### src/scan_map.svh
`ifndef SCAN_MAP_SVH
`define SCAN_MAP_SVH

// Instruction register
`define IR_W 10
`define IR_CAPTURE 10'h001
`define IR_EXTEST 10'h000
`define IR_RECONFIG_PULSE 10'h001
`define IR_ICR_DATA 10'h002
`define IR_SAMPLE 10'h005
`define IR_IDCODE 10'h006
`define IR_USERCODE 10'h007
`define IR_CLAMP 10'h00A
`define IR_HIGHZ 10'h00B
`define IR_CONFIG_IO 10'h00D
`define IR_ANALYZER 10'h00E
`define IR_BYPASS 10'h3FF

// Data register sizes
`define WORD_W 32
`define N_PINS 8
`define CELLS_PER_PIN 3
`define BSR_LEN 24
`define PLL_LEN 8
`define CHAIN_LEN 32
`define IOSTD_PER_PIN 2
`define IOSTD_LEN 16

// Boundary cell positions within one pin
`define CELL_IN 0
`define CELL_OUT 1
`define CELL_OE 2

// Identification field positions
`define ID_VER_LSB 28
`define ID_PART_LSB 12
`define ID_MFR_LSB 1

// Reset values
`define IOSTD_RST 16'h0000
`define PLL_RST 8'h00
`define ANA_RST 32'h0000_0000

`endif

### src/scan_pkg.sv
package scan_pkg;

    typedef enum logic [3:0] {
        TAP_RESET = 4'h0,
        TAP_IDLE = 4'h1,
        TAP_SEL_DR = 4'h2,
        TAP_CAP_DR = 4'h3,
        TAP_SH_DR = 4'h4,
        TAP_EX1_DR = 4'h5,
        TAP_PA_DR = 4'h6,
        TAP_EX2_DR = 4'h7,
        TAP_UPD_DR = 4'h8,
        TAP_SEL_IR = 4'h9,
        TAP_CAP_IR = 4'hA,
        TAP_SH_IR = 4'hB,
        TAP_EX1_IR = 4'hC,
        TAP_PA_IR = 4'hD,
        TAP_EX2_IR = 4'hE,
        TAP_UPD_IR = 4'hF
    } tap_state_e;

    typedef enum logic [2:0] {
        DR_BYPASS = 3'h0,
        DR_WORD = 3'h1,
        DR_BSR = 3'h2,
        DR_IOSTD = 3'h3,
        DR_ICR = 3'h4
    } dr_sel_e;

    typedef enum logic [1:0] {
        PIN_NORMAL = 2'h0,
        PIN_BSR = 2'h1,
        PIN_HIGHZ = 2'h2
    } pin_mode_e;

endpackage

### src/tap_if.sv
interface tap_if;
    import scan_pkg::*;
    logic tck_rise;
    logic tms_bit;
    tap_state_e state;

    modport ctl
    (
        input tck_rise,
        input tms_bit,
        output state
    );

    modport user
    (
        output tck_rise,
        output tms_bit,
        input state
    );
endinterface

### src/tap_fsm.sv
module tap_fsm
    import scan_pkg::*;
(
    input wire logic clk,
    input wire logic rst_b,
    tap_if.ctl tap
);

    tap_state_e state_r;
    tap_state_e state_nxt;

    ////////////////////////////////////////////////////////////////////////
    // Sixteen-state sequencing, one step per test clock rising edge
    always_comb
    begin
        state_nxt = state_r;
        if (tap.tck_rise)
        begin
            unique case (state_r)
                TAP_RESET: state_nxt = tap.tms_bit ? TAP_RESET : TAP_IDLE;
                TAP_IDLE: state_nxt = tap.tms_bit ? TAP_SEL_DR : TAP_IDLE;
                TAP_SEL_DR: state_nxt = tap.tms_bit ? TAP_SEL_IR : TAP_CAP_DR;
                TAP_CAP_DR: state_nxt = tap.tms_bit ? TAP_EX1_DR : TAP_SH_DR;
                TAP_SH_DR: state_nxt = tap.tms_bit ? TAP_EX1_DR : TAP_SH_DR;
                TAP_EX1_DR: state_nxt = tap.tms_bit ? TAP_UPD_DR : TAP_PA_DR;
                TAP_PA_DR: state_nxt = tap.tms_bit ? TAP_EX2_DR : TAP_PA_DR;
                TAP_EX2_DR: state_nxt = tap.tms_bit ? TAP_UPD_DR : TAP_SH_DR;
                TAP_UPD_DR: state_nxt = tap.tms_bit ? TAP_SEL_DR : TAP_IDLE;
                TAP_SEL_IR: state_nxt = tap.tms_bit ? TAP_RESET : TAP_CAP_IR;
                TAP_CAP_IR: state_nxt = tap.tms_bit ? TAP_EX1_IR : TAP_SH_IR;
                TAP_SH_IR: state_nxt = tap.tms_bit ? TAP_EX1_IR : TAP_SH_IR;
                TAP_EX1_IR: state_nxt = tap.tms_bit ? TAP_UPD_IR : TAP_PA_IR;
                TAP_PA_IR: state_nxt = tap.tms_bit ? TAP_EX2_IR : TAP_PA_IR;
                TAP_EX2_IR: state_nxt = tap.tms_bit ? TAP_UPD_IR : TAP_SH_IR;
                TAP_UPD_IR: state_nxt = tap.tms_bit ? TAP_SEL_DR : TAP_IDLE;
            endcase
        end
    end

    // State register
    always_ff @(posedge clk)
    begin
        if (!rst_b)
        begin
            state_r <= TAP_RESET;
        end
        else
        begin
            state_r <= state_nxt;
        end
    end

    assign tap.state = state_r;

endmodule

### src/boundary_scan_instruction_unit.sv
`include "scan_map.svh"

// Function
// - Boundary scan test usable before and after configuration, never during it.
// - I/O-standard instruction rewrites every pin's electrical standard via the chain.
// - PLL reconfiguration bits join the chain only until configuration finishes.
// - Sample/preload captures pin signals and preloads a pattern for later driving.
// - Extest drives boundary pattern onto outputs and captures input pins.
// - Bypass puts a 1-bit register between serial input and output.
// - Usercode selects the 32-bit user code register for shifting out.
// - Idcode selects the identification register for shifting out.
// - Highz selects bypass and floats every I/O pin.
// - Clamp selects bypass and holds pins at boundary register levels.
// - Reconfiguration pulse instruction triggers reconfiguration without touching the pin.
// - I/O-standard instruction accepted anytime; aborts a running configuration.
// - After I/O-standard instruction, status held low until reconfiguration.
// - Checksum option loads the programming checksum as user code.
// - In-circuit reconfiguration instructions carry configuration data through the port.
// - Analyzer instruction gives the port access to internal monitoring.
// - Instruction register is 10 bits; codes shift in as 10 bits.
// - Identification: 4-bit version, 16-bit part, 11-bit maker, LSB one.
module boundary_scan_instruction_unit
    import scan_pkg::*;
#(
    // Arbitrary identification values
    parameter logic [3:0] ID_VERSION = 4'h1,
    parameter logic [15:0] ID_PART = 16'h1234,
    parameter logic [10:0] ID_MAKER = 11'h155
)
(
    input wire logic clk,
    input wire logic rst_b,
    input wire logic tck,
    input wire logic tms,
    input wire logic tdi,
    input wire logic config_request_n,
    input wire logic config_busy,
    input wire logic config_done,
    input wire logic usercode_checksum_sel,
    input wire logic [`WORD_W-1:0] checksum,
    input wire logic [`WORD_W-1:0] user_code,
    input wire logic [`WORD_W-1:0] analyzer_probe,
    input wire logic [`N_PINS-1:0] pin_in,
    input wire logic [`N_PINS-1:0] core_out,
    input wire logic [`N_PINS-1:0] core_oe,
    output logic tdo,
    output logic tdo_oe,
    output logic [`N_PINS-1:0] pin_out,
    output logic [`N_PINS-1:0] pin_oe,
    output logic [`IOSTD_LEN-1:0] io_std,
    output logic [`PLL_LEN-1:0] pll_reconfig,
    output logic config_status_n,
    output logic config_abort,
    output logic reconfig_req,
    output logic icr_data,
    output logic icr_data_vld,
    output logic [`WORD_W-1:0] analyzer_ctrl
);

    ////////////////////////////////////////////////////////////////////////
    // Synchronisers for everything arriving from pins
    logic tck_s1_r, tck_s2_r, tck_d_r;
    logic tms_s1_r, tms_s2_r;
    logic tdi_s1_r, tdi_s2_r;
    logic req_s1_r, req_s2_r;
    logic [`N_PINS-1:0] pin_s1_r, pin_s2_r;
    logic tck_rise, tck_fall;

    // Only the second stage and the delayed test clock copy feed logic; the first is never looked at
    always_ff @(posedge clk)
    begin
        if (!rst_b)
        begin
            tck_s1_r <= 1'h0;
            tck_s2_r <= 1'h0;
            tck_d_r <= 1'h0;
            tms_s1_r <= 1'h1;
            tms_s2_r <= 1'h1;
            tdi_s1_r <= 1'h1;
            tdi_s2_r <= 1'h1;
            req_s1_r <= 1'h1;
            req_s2_r <= 1'h1;
            pin_s1_r <= '0;
            pin_s2_r <= '0;
        end
        else
        begin
            tck_s1_r <= tck;
            tck_s2_r <= tck_s1_r;
            tck_d_r <= tck_s2_r;
            tms_s1_r <= tms;
            tms_s2_r <= tms_s1_r;
            tdi_s1_r <= tdi;
            tdi_s2_r <= tdi_s1_r;
            req_s1_r <= config_request_n;
            req_s2_r <= req_s1_r;
            pin_s1_r <= pin_in;
            pin_s2_r <= pin_s1_r;
        end
    end

    // Edges found on the sampled test clock
    assign tck_rise = tck_s2_r & ~tck_d_r;
    assign tck_fall = ~tck_s2_r & tck_d_r;

    ////////////////////////////////////////////////////////////////////////
    // Controller
    tap_if tap();

    assign tap.tck_rise = tck_rise;
    assign tap.tms_bit = tms_s2_r;

    tap_fsm u_tap_fsm
    (
        .clk(clk),
        .rst_b(rst_b),
        .tap(tap.ctl)
    );

    ////////////////////////////////////////////////////////////////////////
    // State
    logic [`IR_W-1:0] ir_r, ir_nxt, ir_sh_r, ir_sh_nxt;
    logic byp_r, byp_nxt;
    logic [`WORD_W-1:0] word_r, word_nxt;
    logic [`CHAIN_LEN-1:0] chain_r, chain_nxt;
    logic [`BSR_LEN-1:0] bsr_upd_r, bsr_upd_nxt, bsr_cap;
    logic [`PLL_LEN-1:0] pll_r, pll_nxt;
    logic [`IOSTD_LEN-1:0] iostd_sh_r, iostd_sh_nxt, iostd_r, iostd_nxt;
    logic [`WORD_W-1:0] ana_r, ana_nxt;
    logic status_n_r, status_n_nxt;
    logic abort_r, abort_nxt;
    logic reconf_r, reconf_nxt;
    logic icr_r, icr_nxt, icr_vld_r, icr_vld_nxt;
    logic tdo_r, tdo_nxt, tdo_oe_r, tdo_oe_nxt;
    logic [`N_PINS-1:0] pin_out_r, pin_oe_r, pin_out_nxt, pin_oe_nxt;
    logic [`WORD_W-1:0] id_word;
    logic pll_in_chain, in_shift, sel_bit;
    dr_sel_e dr_sel;
    pin_mode_e pin_mode;

    // Identification word with its fixed one in the bottom bit
    assign id_word = {ID_VERSION, ID_PART, ID_MAKER, 1'h1};

    // PLL bits stay in the chain only until configuration is done
    assign pll_in_chain = ~config_done;

    ////////////////////////////////////////////////////////////////////////
    // Instruction decode; pin-driving tests are held off while configuring
    always_comb
    begin
        dr_sel = DR_BYPASS;
        pin_mode = PIN_NORMAL;
        case (ir_r)
            `IR_EXTEST:
            begin
                if (!config_busy)
                begin
                    dr_sel = DR_BSR;
                    pin_mode = PIN_BSR;
                end
            end
            `IR_SAMPLE:
            begin
                if (!config_busy)
                begin
                    dr_sel = DR_BSR;
                end
            end
            `IR_HIGHZ:
            begin
                if (!config_busy)
                begin
                    pin_mode = PIN_HIGHZ;
                end
            end
            `IR_CLAMP:
            begin
                if (!config_busy)
                begin
                    pin_mode = PIN_BSR;
                end
            end
            `IR_IDCODE: dr_sel = DR_WORD;
            `IR_USERCODE: dr_sel = DR_WORD;
            `IR_ANALYZER: dr_sel = DR_WORD;
            `IR_CONFIG_IO: dr_sel = DR_IOSTD;
            `IR_ICR_DATA: dr_sel = DR_ICR;
            default: dr_sel = DR_BYPASS;
        endcase
    end

    ////////////////////////////////////////////////////////////////////////
    // Per-pin capture cells and output steering
    genvar gi;
    generate
        for (gi = 0; gi < `N_PINS; gi++)
        begin : g_pin
            // Pins and core drive are captured; same cells used by sample and extest
            assign bsr_cap[gi*`CELLS_PER_PIN+`CELL_IN] = pin_s2_r[gi];
            assign bsr_cap[gi*`CELLS_PER_PIN+`CELL_OUT] = core_out[gi];
            assign bsr_cap[gi*`CELLS_PER_PIN+`CELL_OE] = core_oe[gi];

            // Extest and clamp both drive from the update latches
            always_comb
            begin
                pin_out_nxt[gi] = core_out[gi];
                pin_oe_nxt[gi] = core_oe[gi];
                unique case (pin_mode)
                    PIN_NORMAL:
                    begin
                        pin_out_nxt[gi] = core_out[gi];
                        pin_oe_nxt[gi] = core_oe[gi];
                    end
                    PIN_BSR:
                    begin
                        pin_out_nxt[gi] = bsr_upd_r[gi*`CELLS_PER_PIN+`CELL_OUT];
                        pin_oe_nxt[gi] = bsr_upd_r[gi*`CELLS_PER_PIN+`CELL_OE];
                    end
                    PIN_HIGHZ:
                    begin
                        pin_out_nxt[gi] = 1'h0;
                        pin_oe_nxt[gi] = 1'h0;
                    end
                    default:
                    begin
                        pin_out_nxt[gi] = core_out[gi];
                        pin_oe_nxt[gi] = core_oe[gi];
                    end
                endcase
            end
        end
    endgenerate

    ////////////////////////////////////////////////////////////////////////
    // Serial bit presented for the falling edge
    always_comb
    begin
        unique case (dr_sel)
            DR_WORD: sel_bit = word_r[0];
            DR_BSR: sel_bit = chain_r[0];
            DR_IOSTD: sel_bit = iostd_sh_r[0];
            DR_ICR: sel_bit = icr_r;
            default: sel_bit = byp_r;
        endcase
        if (tap.state == TAP_SH_IR)
        begin
            sel_bit = ir_sh_r[0];
        end
    end

    assign in_shift = (tap.state == TAP_SH_DR) || (tap.state == TAP_SH_IR);

    ////////////////////////////////////////////////////////////////////////
    // Capture, shift and update of every scan register
    always_comb
    begin
        ir_nxt = ir_r;
        ir_sh_nxt = ir_sh_r;
        byp_nxt = byp_r;
        word_nxt = word_r;
        chain_nxt = chain_r;
        bsr_upd_nxt = bsr_upd_r;
        pll_nxt = pll_r;
        iostd_sh_nxt = iostd_sh_r;
        iostd_nxt = iostd_r;
        ana_nxt = ana_r;
        abort_nxt = 1'h0;
        reconf_nxt = 1'h0;
        icr_nxt = icr_r;
        icr_vld_nxt = 1'h0;
        tdo_nxt = tdo_r;
        tdo_oe_nxt = tdo_oe_r;
        status_n_nxt = status_n_r;
        // Reconfiguration, by instruction or by the pin, releases the status hold
        if (reconf_r || !req_s2_r)
        begin
            status_n_nxt = 1'h1;
        end
        if (tap.state == TAP_RESET)
        begin
            ir_nxt = `IR_IDCODE;
        end
        if (tck_rise)
        begin
            unique case (tap.state)
                TAP_CAP_IR: ir_sh_nxt = `IR_CAPTURE;
                TAP_SH_IR: ir_sh_nxt = {tdi_s2_r, ir_sh_r[`IR_W-1:1]};
                TAP_CAP_DR:
                begin
                    byp_nxt = 1'h0;
                    chain_nxt = {pll_r, bsr_cap};
                    iostd_sh_nxt = iostd_r;
                    if (ir_r == `IR_IDCODE)
                    begin
                        word_nxt = id_word;
                    end
                    else if (ir_r == `IR_ANALYZER)
                    begin
                        word_nxt = analyzer_probe;
                    end
                    else
                    begin
                        word_nxt = usercode_checksum_sel ? checksum : user_code;
                    end
                end
                TAP_SH_DR:
                begin
                    byp_nxt = tdi_s2_r;
                    word_nxt = {tdi_s2_r, word_r[`WORD_W-1:1]};
                    iostd_sh_nxt = {tdi_s2_r, iostd_sh_r[`IOSTD_LEN-1:1]};
                    if (dr_sel == DR_BSR)
                    begin
                        // With PLL bits out, serial data enters below them
                        if (pll_in_chain)
                        begin
                            chain_nxt = {tdi_s2_r, chain_r[`CHAIN_LEN-1:1]};
                        end
                        else
                        begin
                            chain_nxt[`BSR_LEN-1:0] = {tdi_s2_r, chain_r[`BSR_LEN-1:1]};
                        end
                    end
                    if (dr_sel == DR_ICR)
                    begin
                        icr_nxt = tdi_s2_r;
                        icr_vld_nxt = 1'h1;
                    end
                end
                default:
                begin
                    ir_sh_nxt = ir_sh_r;
                end
            endcase
        end
        if (tck_fall)
        begin
            tdo_nxt = sel_bit;
            tdo_oe_nxt = in_shift;
            if (tap.state == TAP_UPD_IR)
            begin
                ir_nxt = ir_sh_r;
                if (ir_sh_r == `IR_CONFIG_IO)
                begin
                    status_n_nxt = 1'h0;
                    abort_nxt = config_busy;
                end
                if (ir_sh_r == `IR_RECONFIG_PULSE)
                begin
                    reconf_nxt = 1'h1;
                end
            end
            if (tap.state == TAP_UPD_DR)
            begin
                unique case (dr_sel)
                    DR_BSR:
                    begin
                        bsr_upd_nxt = chain_r[`BSR_LEN-1:0];
                        if (pll_in_chain)
                        begin
                            pll_nxt = chain_r[`CHAIN_LEN-1:`BSR_LEN];
                        end
                    end
                    DR_IOSTD: iostd_nxt = iostd_sh_r;
                    DR_WORD:
                    begin
                        if (ir_r == `IR_ANALYZER)
                        begin
                            ana_nxt = word_r;
                        end
                    end
                    default: bsr_upd_nxt = bsr_upd_r;
                endcase
            end
        end
    end

    // Registers
    always_ff @(posedge clk)
    begin
        if (!rst_b)
        begin
            ir_r <= `IR_IDCODE;
            ir_sh_r <= `IR_CAPTURE;
            byp_r <= 1'h0;
            word_r <= '0;
            chain_r <= '0;
            bsr_upd_r <= '0;
            pll_r <= `PLL_RST;
            iostd_sh_r <= `IOSTD_RST;
            iostd_r <= `IOSTD_RST;
            ana_r <= `ANA_RST;
            status_n_r <= 1'h1;
            abort_r <= 1'h0;
            reconf_r <= 1'h0;
            icr_r <= 1'h0;
            icr_vld_r <= 1'h0;
            tdo_r <= 1'h0;
            tdo_oe_r <= 1'h0;
            pin_out_r <= '0;
            pin_oe_r <= '0;
        end
        else
        begin
            ir_r <= ir_nxt;
            ir_sh_r <= ir_sh_nxt;
            byp_r <= byp_nxt;
            word_r <= word_nxt;
            chain_r <= chain_nxt;
            bsr_upd_r <= bsr_upd_nxt;
            pll_r <= pll_nxt;
            iostd_sh_r <= iostd_sh_nxt;
            iostd_r <= iostd_nxt;
            ana_r <= ana_nxt;
            status_n_r <= status_n_nxt;
            abort_r <= abort_nxt;
            reconf_r <= reconf_nxt;
            icr_r <= icr_nxt;
            icr_vld_r <= icr_vld_nxt;
            tdo_r <= tdo_nxt;
            tdo_oe_r <= tdo_oe_nxt;
            pin_out_r <= pin_out_nxt;
            pin_oe_r <= pin_oe_nxt;
        end
    end

    ////////////////////////////////////////////////////////////////////////
    // Outputs, all straight from flops
    assign tdo = tdo_r;
    assign tdo_oe = tdo_oe_r;
    assign pin_out = pin_out_r;
    assign pin_oe = pin_oe_r;
    assign io_std = iostd_r;
    assign pll_reconfig = pll_r;
    assign config_status_n = status_n_r;
    assign config_abort = abort_r;
    assign reconfig_req = reconf_r;
    assign icr_data = icr_r;
    assign icr_data_vld = icr_vld_r;
    assign analyzer_ctrl = ana_r;

endmodule

### config.mk
export PLATFORM = sky130hd
export DESIGN_NAME = boundary_scan_instruction_unit
export DESIGN_NICKNAME = d
export VERILOG_FILES = /design/src/scan_pkg.sv /design/src/tap_if.sv /design/src/tap_fsm.sv /design/src/boundary_scan_instruction_unit.sv
export VERILOG_INCLUDE_DIRS = /design/src
export SDC_FILE = /design/constraint.sdc
export NUM_CORES = 1
export LEC_CHECK = 0
export ABC_AREA = 1
export BUFFER_PORTS_ARGS = -buffer_cell sky130_fd_sc_hd__buf_2
export CAP_MARGIN = 20
export CORE_MARGIN = 2
export CORE_UTILIZATION = 50
export CTS_BUF_LIST = sky130_fd_sc_hd__clkbuf_4
export DETAILED_ROUTE_END_ITERATION = 10
export PLACE_DENSITY = 0.77
export SYNTH_ARGS = -nofsm -noshare
export SYNTH_HDL_FRONTEND = slang
export SYNTH_SLANG_ARGS = --single-unit
### constraint.sdc
create_clock -name clk -period 1.8 [get_ports clk]
set_input_delay 0.09 -clock clk [delete_from_list [all_inputs] [get_ports clk]]
set_output_delay 0.09 -clock clk [all_outputs]
set_load 0.01 [all_outputs]
## After elaboration in Yosys (flattened, before gate mapping)

Cells that the tools add are included.

- Register bits after elaboration: 233

- Equality and inequality tests: 33
- Reductions and logical operators: 25
- Bitwise operators: 5
- Muxes and demuxes: 56

Operators with widths:

| operator | number |
|---|---|
| $mux 32 | 4 |
| $pmux 32 s2 | 2 |
| $eq 10x4->1 const B | 5 |
| $pmux 4 s12 | 1 |
| $pmux 1 s2 | 17 |
| $eq 4x4->1 const B | 8 |
| $pmux 16 s2 | 1 |
| $eq 10x3->1 const B | 3 |
| $mux 10 | 3 |
| $mux 24 | 1 |
| $pmux 10 s2 | 1 |
| $reduce_and 3->1 | 6 |
| $eq 4x3->1 const B | 4 |
| $mux 4 | 4 |
| $reduce_and 4->1 | 4 |
| $pmux 3 s4 | 1 |
| $mux 1 | 11 |
| $eq 10x1->1 const B | 1 |
| $eq 10x2->1 const B | 1 |
| $logic_not 10->1 | 1 |
| $mux 2 | 5 |
| $eq 4x2->1 const B | 2 |
| $mux 8 | 1 |
| $reduce_or 2->1 | 4 |
| 19 further kinds | 28 |

## Depth between registers and ports, before layout

Gate-level depths: netlist (run 1).

- Depth after elaboration: 6
- Depth in mapped cells: 12
- Gate-level depth less buffers: 12

## Cells and area by module

Synthesis (run 1) repeated with hierarchy kept, for this count alone.

- Cells, all modules: 1294
- Area, all modules: 9476.6 sq um

By module, submodules not included:

| module | seq. area each (sq um) | times used | area an instance (sq um) | cells each |
|---|---|---|---|---|
| boundary_scan_instruction_unit | 4424.2 | 1 | 9101.2 | 1227 |
| tap_fsm | 80.1 | 1 | 375.4 | 67 |

## Worst setup path after synthesis (run 1)

Ideal clock, no wire load.

- Path type: register to register
- Start point: reg ir_r[2]
- End point: reg pin_oe_r[4] (netlist: pin_oe[4])
- Required time: 1684 ps
- Cell stages (with the launch flop): 11
- Data arrival time: 1723 ps
- Buffers on the path: 2
- Path slack: -39 ps
- Cell sequence: dfxtp_1 -> nor3_1 -> inv_1 -> nor3_1 -> nand3_1 -> ha_1 -> clkbuf_1 -> inv_1 -> clkbuf_1 -> o21ai_0 -> nor2_1

- Cells in the longest elaborated chain, start to end: 5

Ends and longest elaborated chain:

| element | line | source |
|---|---|---|
| from (decl) | boundary_scan_instruction_unit.sv:122 | `` logic [`IR_W-1:0] ir_r, ir_nxt, ir_sh_r, ir_sh_nxt; `` |
| from (signal assigned) | boundary_scan_instruction_unit.sv:382 | `` ir_r <= `IR_IDCODE; `` |
| from (signal assigned) | boundary_scan_instruction_unit.sv:404 | `ir_r <= ir_nxt;` |
| $eq 10x4->1 or $logic_not 10->1 (tied branches) | boundary_scan_instruction_unit.sv:153 | `case (ir_r)` |
| $reduce_or 2->1 (no line) | -- |  |
| $pmux 2 s2 (*) | boundary_scan_instruction_unit.sv:153 |  |
| $eq 2x2->1 or $eq 2x1->1 (tied branches) | boundary_scan_instruction_unit.sv:208 | `unique case (pin_mode)` |
| $pmux 1 s2 (*) | boundary_scan_instruction_unit.sv:208 |  |
| to (signal assigned) | boundary_scan_instruction_unit.sv:422 | `pin_oe_r <= pin_oe_nxt;` |
| to (decl) | boundary_scan_instruction_unit.sv:135 | `` logic [`N_PINS-1:0] pin_out_r, pin_oe_r, pin_out_nxt, pin_oe_nxt; `` |

Mark *: on every way between the ends. The rest lies on a longest branch, timed or not.
A chain may end at the register's enable or synchronous reset.

## Worst setup path in the final report (run 1)

- Start point: reg ir_r[8]
- End point: reg pin_oe_r[1] (netlist: pin_oe[1])

The elaborated chain is that of the path after synthesis.

==> results of run 1 <==
[cells by family after synthesis]
family          share of synthesized area, %
flops                                   47.2
simple gates                            21.6
buf+inv                                 8.03
compound gates                          23.0
fa+ha+maj                              0.131
[timing repair]
action	in CTS	in global routing
endpoints found under the setup margin	16	100
gates cloned	0	4
pin swaps	0	9
gates resized for setup	2	40
buffers inserted	0	10
hold buffers	131	0
hold endpoints to repair	160	0
[registers in the layout, summed over array words and instances, names as in the netlist, 4 cells and up]
signal / cells
analyzer_ctrl: 32
chain_r: 32
word_r: 32
bsr_upd_r: 16
io_std: 16
iostd_sh_r: 16
ir_r: 10
ir_sh_r: 10
pin_oe: 8
pin_out: 8
pin_s1_r: 8
pin_s2_r: 8
pll_reconfig: 8
u_tap_fsm.tap.state: 4
[layout make-up]
type / instances / area [um^2] / share of cell area, %
sequential: 225 / 4510 / 34.6
clock buffer: 81 / 608 / 4.66
timing repair inverter: 1 / 7.51 / 0.0575
antenna: 5 / 12.5 / 0.0958
inverter: 84 / 338 / 2.59
tap: 234 / 293 / 2.24
clock inverter: 15 / 66.3 / 0.508
timing repair buffer: 387 / 2890 / 22.1
multi-input combinational: 879 / 4330 / 33.2
[critical path, cell delays in order (launching register included)]
cell        delay [ns]
dfxtp_1           0.34
inv_1             0.11
nand2_2           0.10
nor2_2            0.11
nand2_1           0.10
o22ai_2           0.23
ha_4              0.21
clkinvlp_4        0.23
o21ai_2           0.24
nor2_1            0.07
[synthesized netlist by cell type, types with 12 or more instances]
library cell,n
a21oi_1,99
a31oi_1,39
buf_2,30
or2_2,18
o21ai_1,20
inv_1,70
nand2_1,199
o21ai_0,172
inv_2,12
clkbuf_1,42
dfxtp_1,225
nand3_1,48
nor2_1,189
o211ai_1,35
[power breakdown]
group	total, mW	internal [mW]	leakage, nW	switching [mW]
logic	0.701	0.387	3.94	0.314
registers	5.04	5.02	1.82	0.0166
clock network	4.11	2.06	0.400	2.05
total	9.85	7.47	6.16	2.38
[path summary, 6_finish.rpt]
check / from / endpoint / slack (ns) / depth (start not counted)
setup / recovery: ir_r[8] / pin_oe[1] / -0.01 / 9
hold / removal: tdi / tdi_s1_r / 0.11 / 3
setup reg to reg: ir_r[8] / pin_oe[1] / -0.01 / 9
hold reg to reg: tms_s1_r / tap.tms_bit / 0.37 / 1
[through the flow]
stage	total power, mW	utilization, %	TNS [ns]
floorplan	5.36	-	0
global placement	5.58	57.7	0
detailed placement	5.58	57.7	-1.00
CTS	9.84	68.4	0
global route	10.2	69.8	-0.878
finish	9.85	69.8	-0.0113
[per-layer routing]
layer  track usage (%)  share of wire, %
met3              6.09               8.1
met2              48.6                48
met4              18.4               5.9
met5                 0                 0
met1              35.1                38
==> summary.md, run 1 <==
| Metric | Value |
|---|---|
| Commonest non-fill, non-tap cells in the layout | `220 x dfxtp_1, 206 x buf_2, 196 x nand2_1` |
| Hold Vio Cnt, Final | `0` |
| Htree depth | `2` |
| CP Data Required Time | `2.38 ns` |
| Clk_skew | `0.0761 ns` |
| Worst Hold Class | `in -> reg` |
| Core area | `18700 um^2` |
| #FFs+latches synth | `225` |
| CTS buffer count | `57` |
| Total number of vias | `10700` |
| Port bufs | `207` |
| Post-route antenna net violation count | `0` |
| Final worst slack | `-0.0113 ns` |
| Number of I/O pins | `208` |
| Crit path kind | `reg -> reg` |
| Dpl cells | `1665` |
| Layout Nets | `1765` |
| Worst EP arrival | `2.39 ns` |
| Die area | `20200 um^2` |
| Syn nets | `1406` |
| Post-synth EDFFs | `0` |
| Fin crit period | `1.81 ns` |
| Grt ovf | `0` |
| Worst-margin pin slew | `0.527 ns` |
| Final Hold Slack | `0.112 ns` |
| Non-Filler Instances | `1911` |
| Initial antenna violation count | `2` |
| Worst skew pair latency | `0.72 ns` |
| Placed inst area | `10800 um^2` |
| Slew Viols, Final | `0` |
| Clk root buf | `clkbuf_4` |
| Largest cells by area after synthesis | `dfxtp_1 47%, o21ai_0 9.0%, nand2_1 7.8%, nor2_1 7.4%, a21oi_1 5.2%` |
| Largest net degree at the start of global routing | `98` |
| Mapped Cells | `1276` |
| Post-synth top area share | `47.2%` |
| Clock Tree Buf Depth | `3` |
| Syn avg cell area | `7.48 um^2` |
| Total global-route track usage | `29.5%` |
| Post-synthesis cell area | `9540 um^2` |
| Fmax | `0.552 GHz` |
| DR pass1 iterations | `9` |
| Die Y | `142 um` |
| Dpl hpwl | `17200 um` |
| Initial core utilization | `51.0%` |
| P_leak | `6.16 nW` |
| Vias per inst | `5.58` |
| Slew headroom | `64.9%` |
| Seq/Total Area, Yosys | `47.2%` |
| Final Instance Area | `13100 um^2` |
| Row Count | `50` |
| Synth warn | `0` |
| Commonest non-fill, non-tap cell in the layout | `dfxtp_1` |
| Maximum VDD drop | `465 uV` |
| Die Wd | `142 um` |
| Clock Pin Slew Worst Setup and Hold Paths | `0.07 ns` |
| Status | `finished with violations` |
| CTS tree | `yes` |
| Ys flop type | `dfxtp_1` |
| Vias in the first global route | `10200` |
| Setup violations, final | `1` |
| 1st-iter DRT viols | `1003` |
| Synth cell types | `39` |
| Drt wl/cell | `16.5 um` |
| RSZ-0062 raised after global routing | `true` |
| Final Cycle Share | `101%` |
| First-pass GRT wire length | `48500 um` |
| Power per cell area | `755 nW/um^2` |
| Leading area contributor after synthesis | `dfxtp_1` |
| Pre-CTS setup slack | `-0.112 ns` |
| Failing checks | `setup timing` |
| CTS sink count | `225` |
| Area delta synth->final | `36.9%` |
| Filler cells | `1426` |
| Routed wire length | `31600 um` |
| Placer Congestion | `0.924` |
| Share of cells above drive strength 1 | `24.9%` |
| Crit end category | `flop` |
| Ys async rst share | `0%` |
| Max-cap violations | `0` |
| # DRC | `0` |
| CP max FO | `8` |
| Crit path launch type | `flop` |
Power figures use the tool's default switching activity.
==> inputs of run 2 (changes only) <==
--- a/config.mk
+++ b/config.mk
@@ -9,11 +9,14 @@
 export ABC_AREA = 1
 export BUFFER_PORTS_ARGS = -buffer_cell sky130_fd_sc_hd__buf_2
 export CAP_MARGIN = 20
+export CELL_PAD_IN_SITES_DETAIL_PLACEMENT = 1
+export CELL_PAD_IN_SITES_GLOBAL_PLACEMENT = 2
 export CORE_MARGIN = 2
-export CORE_UTILIZATION = 50
+export CORE_UTILIZATION = 31
 export CTS_BUF_LIST = sky130_fd_sc_hd__clkbuf_4
 export DETAILED_ROUTE_END_ITERATION = 10
-export PLACE_DENSITY = 0.77
+export MAX_ROUTING_LAYER = met4
+export PLACE_DENSITY_LB_ADDON = 0.1
 export SYNTH_ARGS = -nofsm -noshare
 export SYNTH_HDL_FRONTEND = slang
 export SYNTH_SLANG_ARGS = --single-unit
==> constraint.sdc (replaced) <==
create_clock -name clk -period 2 [get_ports clk]
set_input_delay 0.1 -clock clk [delete_from_list [all_inputs] [get_ports clk]]
set_output_delay 0.1 -clock clk [all_outputs]
set_load 0.01 [all_outputs]
==> summary.md, run 2 (synthesis results as in run 1) <==
| Metric | Value |
|---|---|
| Setup crit start | `ir_r[0] (was ir_r[8])` |
| FF-to-FF End | `pin_oe[6] (was pin_oe[1])` |
| Placer Congestion | `0.803 (was 0.924)` |
| Die Wd | `179 um (was 142 um)` |
| Port bufs | `207 (unchanged)` |
| 1st-iter DRT viols | `404 (was 1003)` |
| Critical path endpoint | `pin_oe[6] (was pin_oe[1])` |
| First-pass GRT wire length | `54000 um (was 48500 um)` |
| P_leak | `6.12 nW (was 6.16 nW)` |
| Worst EP arrival | `2.40 ns (was 2.39 ns)` |
| Initial antenna violation count | `1 (was 2)` |
| Vias in the first global route | `10500 (was 10200)` |
| Area delta synth->final | `36.6% (was 36.9%)` |
| CP Data Required Time | `2.56 ns (was 2.38 ns)` |
| Largest net degree at the start of global routing | `184 (was 98)` |
| Top delay family on crit path | `simple AND/OR/NAND/NOR gates (was compound AO/OA/AOI/OAI gates)` |
| Status | `completed (was finished with violations)` |
| Core area | `30400 um^2 (was 18700 um^2)` |
| Drt wl/cell | `16.1 um (was 16.5 um)` |
| Commonest non-fill, non-tap cell in the layout | `dfxtp_1 (unchanged)` |
| R2R depth | `9 (unchanged)` |
| Number of I/O pins | `208 (unchanged)` |
| Htree depth | `3 (was 2)` |
| Non-Filler Instances | `2062 (was 1911)` |
| Dpl cells | `1825 (was 1665)` |
| Die Y | `179 um (was 142 um)` |
| # DRC | `0 (unchanged)` |
| Clock Tree Buf Depth | `3 (unchanged)` |
| Setup TNS | `0 ns (was -0.0113 ns)` |
| Final Cycle Share | `92.0% (was 101%)` |
| Crit path kind | `reg -> reg (unchanged)` |
| Crit path largest cell delay | `0.35 ns (was 0.34 ns)` |
| Commonest non-fill, non-tap cells in the layout | `225 x dfxtp_1, 206 x buf_2, 199 x nand2_1 (was 220 x dfxtp_1, 206 x buf_2, 196 x nand2_1)` |
| Crit path launch type | `flop (unchanged)` |
| Fin crit period | `1.84 ns (was 1.81 ns)` |
| Final Instance Area | `13000 um^2 (was 13100 um^2)` |
| CTS buffer count | `67 (was 57)` |
| Layout Nets | `1750 (was 1765)` |
| Vias per inst | `4.84 (was 5.58)` |
| Max-cap violations | `0 (unchanged)` |
| CTS tree | `yes (unchanged)` |
| Grt ovf | `0 (unchanged)` |
| CP most frequent cell | `nand2_1` |
| Dpl hpwl | `20700 um (was 17200 um)` |
| Share of cells above drive strength 1 | `24.3% (was 24.9%)` |
| Slew headroom | `50.3% (was 64.9%)` |
| Worst-margin pin slew | `0.746 ns (was 0.527 ns)` |
| Crit end category | `flop (unchanged)` |
| Maximum VDD drop | `328 uV (was 465 uV)` |
| Row Count | `64 (was 50)` |
| Clk root buf | `clkbuf_4 (unchanged)` |
| Initial core utilization | `31.4% (was 51.0%)` |
| Fmax | `0.543 GHz (was 0.552 GHz)` |
| Die area | `32200 um^2 (was 20200 um^2)` |
| Worst path slowest cell | `dfxtp_1 (unchanged)` |
| Final core occ | `42.8% (was 69.8%)` |
| Total number of vias | `9987 (was 10700)` |
| Clock Pin Slew Worst Setup and Hold Paths | `0.07 ns (about the same)` |
| CP bufs+invs | `2 (unchanged)` |
| R2r startpoint | `ir_r[0] (was ir_r[8])` |
| Routed wire length | `33200 um (was 31600 um)` |
| Total global-route track usage | `20.9% (was 29.5%)` |
| CP max FO | `16 (was 8)` |
| Crit path cell chain | `inv_2, nand2_1, nor2_2, nand2_1, o22ai_1, ha_2, buf_4, a21oi_1, nor2_1 (was inv_1, nand2_2, nor2_2, nand2_1, o22ai_2, ha_4, clkinvlp_4, o21ai_2, nor2_1)` |
| Slack of the worst reg-to-reg path | `0.16 ns (was -0.01 ns)` |
| WP depth | `9 (unchanged)` |
| Clk_skew | `0.0572 ns (was 0.0761 ns)` |
| Post-route antenna net violation count | `0 (unchanged)` |
| Power per cell area | `726 nW/um^2 (was 755 nW/um^2)` |
| Worst skew pair latency | `0.66 ns (was 0.72 ns)` |
| DR pass1 iterations | `4 (was 9)` |
| Setup violations, final | `0 (was 1)` |
| Slew Viols, Final | `0 (unchanged)` |
| Placed inst area | `11000 um^2 (was 10800 um^2)` |
| CTS sink count | `225 (unchanged)` |
| Worst Hold Class | `in -> reg (unchanged)` |
| Hold Vio Cnt, Final | `0 (unchanged)` |
-- run 2: cell types whose count changed in the layout (fill, tap and decap cells not counted), sizes merged --
cell / delta
clkbuf: +12
dlygate4sd3: -12
buf: -9
inv: +5
diode: -4
clkinv: -2
clkinvlp: -2
bufinv: +1
-- run 2: routing by layer --
| metal | part of all wire [%] | global-route usage [%] | up-vias | wire length (um) |
|---|---|---|---|---|
| met5 | 0 | - | - | 0 |
| met3 | 3.7 | 3.77 | 78 | 1220 |
| met4 | 3.2 | 8.03 | 0 | 1060 |
| met2 | 46 | 33.0 | 222 | 15200 |
| met1 | 47 | 26.5 | 4680 | 15800 |
| li1 | - | - | 5007 | - |
-- run 2: how the worst min path moves through the flow --
stage / start / to / cells after the start
final: checksum[16] / word_r[16] / 6
after global routing: checksum[16] / word_r[16] / 6
after CTS: checksum[16] / word_r[16] / 6
after detailed placement: pin_in[3] / pin_s1_r[3] / 3
after global placement: pin_in[3] / pin_s1_r[3] / 3
after floorplan: pin_in[0] / pin_s1_r[0] / 2
-- run 2: where the power goes --
| part | switching [mW] | internal (mW) |
|---|---|---|
| clock | 2.01 | 2.33 |
| combinational | 0.261 | 0.330 |
| sequential | 0.0150 | 4.52 |
| total | 2.28 | 7.19 |
-- run 2: worst reg2reg max path, delay by kind of cell, from the launching register on --
| kind | cells | cell delay, ns |
|---|---|---|
| buffers and inverters | 2 | 0.29 |
| adders and majority gates | 1 | 0.33 |
| and+or+nand+nor | 4 | 0.41 |
| DFF | 1 | 0.35 |
| AOI/OAI and AO/OA | 2 | 0.38 |
-- run 2: layout make-up --
cell class	count	area (um^2)
fillers	3858	17400
clock inverters	18	106
well taps	396	495
multi-input cells	879	4290
inverters	84	318
clock buffers	96	721
diodes	1	2.50
repair buffers	363	2600
flip-flops and latches	225	4500
-- run 2: through the flow --
step,power (mW),setup WS (ns),hold WS (ns)
2_1_floorplan,4.82,0.161,0.198
3_3_place_gp,5.03,-0.00297,0.283
3_5_place_dp,5.04,-0.0841,0.288
4_1_cts,9.68,0.127,0.00134
5_1_grt,9.98,-0.00904,0.0551
6_report,9.47,0.159,0.0533
-- run 2: repair_timing --
item	4_1_cts	5_1_grt
setup buffers	0	3
pin swaps	0	1
endpoints found under the hold margin	108	0
hold buffers	119	0
setup endpoints to repair	16	15
gates resized for setup	1	4
gates cloned	0	0
==> inputs of run 3 (changes only) <==
--- a/config.mk
+++ b/config.mk
@@ -14,9 +14,12 @@
 export CORE_MARGIN = 2
 export CORE_UTILIZATION = 31
 export CTS_BUF_LIST = sky130_fd_sc_hd__clkbuf_4
+export CTS_CLUSTER_DIAMETER = 50
 export DETAILED_ROUTE_END_ITERATION = 10
+export GPL_TIMING_DRIVEN = 0
 export MAX_ROUTING_LAYER = met4
 export PLACE_DENSITY_LB_ADDON = 0.1
+export SKIP_LAST_GASP = 1
 export SYNTH_ARGS = -nofsm -noshare
 export SYNTH_HDL_FRONTEND = slang
 export SYNTH_SLANG_ARGS = --single-unit
==> summary.md, run 3 (synthesis results as in run 1) <==
| Metric | Value |
|---|---|
| Status | `completed (unchanged)` |
| Clock Tree Buf Depth | `3 (unchanged)` |
| # DRC | `0 (unchanged)` |
| Worst EP arrival | `2.43 ns (was 2.40 ns)` |
| Clk root buf | `clkbuf_4 (unchanged)` |
| Final worst slack | `0.107 ns (was 0.159 ns)` |
| Layout Nets | `1812 (was 1750)` |
| Number of I/O pins | `208 (unchanged)` |
| Commonest non-fill, non-tap cell in the layout | `buf_2 (was dfxtp_1)` |
| Area occupied by registers | `4510 um^2 (was 4500 um^2)` |
| Crit path launch type | `flop (unchanged)` |
| Clock Pin Slew Worst Setup and Hold Paths | `0.07 ns (about the same)` |
| Filler cells | `3867 (was 3858)` |
| Total number of vias | `10500 (was 9987)` |
| Die Y | `179 um (unchanged)` |
| First-pass GRT wire length | `60100 um (was 54000 um)` |
| Largest net degree at the start of global routing | `11 (was 184)` |
| Worst-margin pin slew | `0.883 ns (was 0.746 ns)` |
| CTS tree | `yes (unchanged)` |
| CTS sink count | `225 (unchanged)` |
| Slew Viols, Final | `0 (unchanged)` |
| Commonest non-fill, non-tap cells in the layout | `231 x buf_2, 222 x dfxtp_1, 199 x nand2_1 (was 225 x dfxtp_1, 206 x buf_2, 199 x nand2_1)` |
| Area delta synth->final | `40.1% (was 36.6%)` |
| Die area | `32200 um^2 (unchanged)` |
| Hold Vio Cnt, Final | `0 (unchanged)` |
| DR pass1 iterations | `5 (was 4)` |
| Power per cell area | `730 nW/um^2 (was 726 nW/um^2)` |
| Port bufs | `205 (was 207)` |
| Clk_skew | `0.0558 ns (was 0.0572 ns)` |
| Post-route antenna net violation count | `0 (unchanged)` |
| CP max FO | `10 (was 16)` |
| Multi-input gate area | `4320 um^2 (was 4290 um^2)` |
| P_leak | `6.31 nW (was 6.12 nW)` |
| Share of cells above drive strength 1 | `25.6% (was 24.3%)` |
| CTS buffer count | `68 (was 67)` |
| Row Count | `64 (unchanged)` |
| 1st-iter DRT viols | `425 (was 404)` |
| Final Hold Slack | `0.0498 ns (was 0.0533 ns)` |
| Max-cap violations | `0 (unchanged)` |
| Htree depth | `3 (unchanged)` |
| Crit end category | `flop (unchanged)` |
| Slew headroom | `41.1% (was 50.3%)` |
| Worst Hold Class | `in -> reg (unchanged)` |
| Total global-route track usage | `23.9% (was 20.9%)` |
| Grt ovf | `0 (unchanged)` |
| Fin crit period | `1.89 ns (was 1.84 ns)` |
| Pre-CTS setup slack | `-0.758 ns (was -0.0841 ns)` |
| Crit path kind | `reg -> reg (unchanged)` |
| CP Data Required Time | `2.53 ns (was 2.56 ns)` |
| Fmax | `0.528 GHz (was 0.543 GHz)` |
| Final Cycle Share | `94.7% (was 92.0%)` |
| Initial antenna violation count | `2 (was 1)` |
| Setup TNS | `0 ns (unchanged)` |
| Vias in the first global route | `11000 (was 10500)` |
| Vias per inst | `4.92 (was 4.84)` |
| RSZ-0062 raised after global routing | `true` |
| Worst skew pair latency | `0.67 ns (was 0.66 ns)` |
| Dpl hpwl | `25800 um (was 20700 um)` |
| Initial core utilization | `31.4% (unchanged)` |
| Core area | `30400 um^2 (unchanged)` |
| Setup violations, final | `0 (unchanged)` |
| Maximum VDD drop | `378 uV (was 328 uV)` |
| Drt wl/cell | `17.8 um (was 16.1 um)` |
| Routed wire length | `37800 um (was 33200 um)` |
| Die Wd | `179 um (unchanged)` |
| Placer Congestion | `0.824 (was 0.803)` |
==> run 3: changes by cell type in the layout (fill, tap and decap cells not counted), moves of 3 or more <==
cell / change
buf_12: -5
buf_2: +25
buf_4: -12
buf_6: +7
clkbuf_1: +31
clkbuf_2: +7
clkbuf_4: +9
dfxtp_1: -3
dfxtp_2: +3
==> run 3: path summary, 6_finish.rpt <==
| check | from | endpoint | slack, ns | cells past startpoint |
|---|---|---|---|---|
| worst max-delay path | ir_r[1] | pin_out[1] | 0.11 | 8 |
| worst min-delay path | checksum[1] | word_r[1] | 0.05 | 6 |
| worst max register to register | ir_r[1] | pin_out[1] | 0.11 | 8 |
| worst min register to register | pin_s1_r[3] | pin_s2_r[3] | 0.41 | 2 |
==> run 3: power by group <==
group          leakage (nW)  total, mW  internal, mW  switching [mW]
sequential             1.82       4.53          4.52          0.0129
clock                 0.522       4.59          2.53            2.06
combinational          3.96      0.630         0.331           0.299
total                  6.31       9.76          7.38            2.37
==> run 3: repair_timing <==
item,CTS,global route
hold endpoints to repair,90,0
hold buffers,120,0
setup buffers,3,11
gates cloned,0,0
resized for setup,16,28
setup endpoints to repair,60,128
pin swaps,1,8
==> run 3: worst max-delay path, stage by stage (launching register included) <==
cell and delay [ns]:
dfxtp_2 0.37, nand2_1 0.14, nor2_2 0.18, nand2_1 0.11, o22ai_2 0.23, ha_4 0.27
clkbuf_4 0.22, a21oi_1 0.17, nor2_1 0.07
==> run 3: area by class of cell <==
cell class              instances  share of cell area (%)
diodes                          2                  0.0374
clock buffers                  99                    5.56
flip-flops and latches        225                    33.7
multi-input cells             879                    32.3
inverters                      84                    2.43
plain buffers                  85                    3.57
clock inverters                19                    1.00
well taps                     396                    3.71
repair buffers                339                    17.6
==> run 3: metrics by stage <==
stage               area, um^2  utilization [%]  instances  power [mW]
detailed placement       11100             36.4       1877        5.07
finish                   13400             43.9       2128        9.76
global route             13400             43.9       2128        10.2
floorplan                 9540                -       1276        4.82
global placement         11100             36.4       1877        5.06
CTS                      13200             43.4       2116        9.91
==> run 3: layer usage <==
metal | vias up | global-route usage (%) | share of wire [%]
li1 | 5135 | - | -
met5 | - | - | 0
met2 | 272 | 38.1 | 47
met4 | 0 | 10.4 | 3.9
met3 | 109 | 3.75 | 3.9
met1 | 4964 | 30.1 | 46
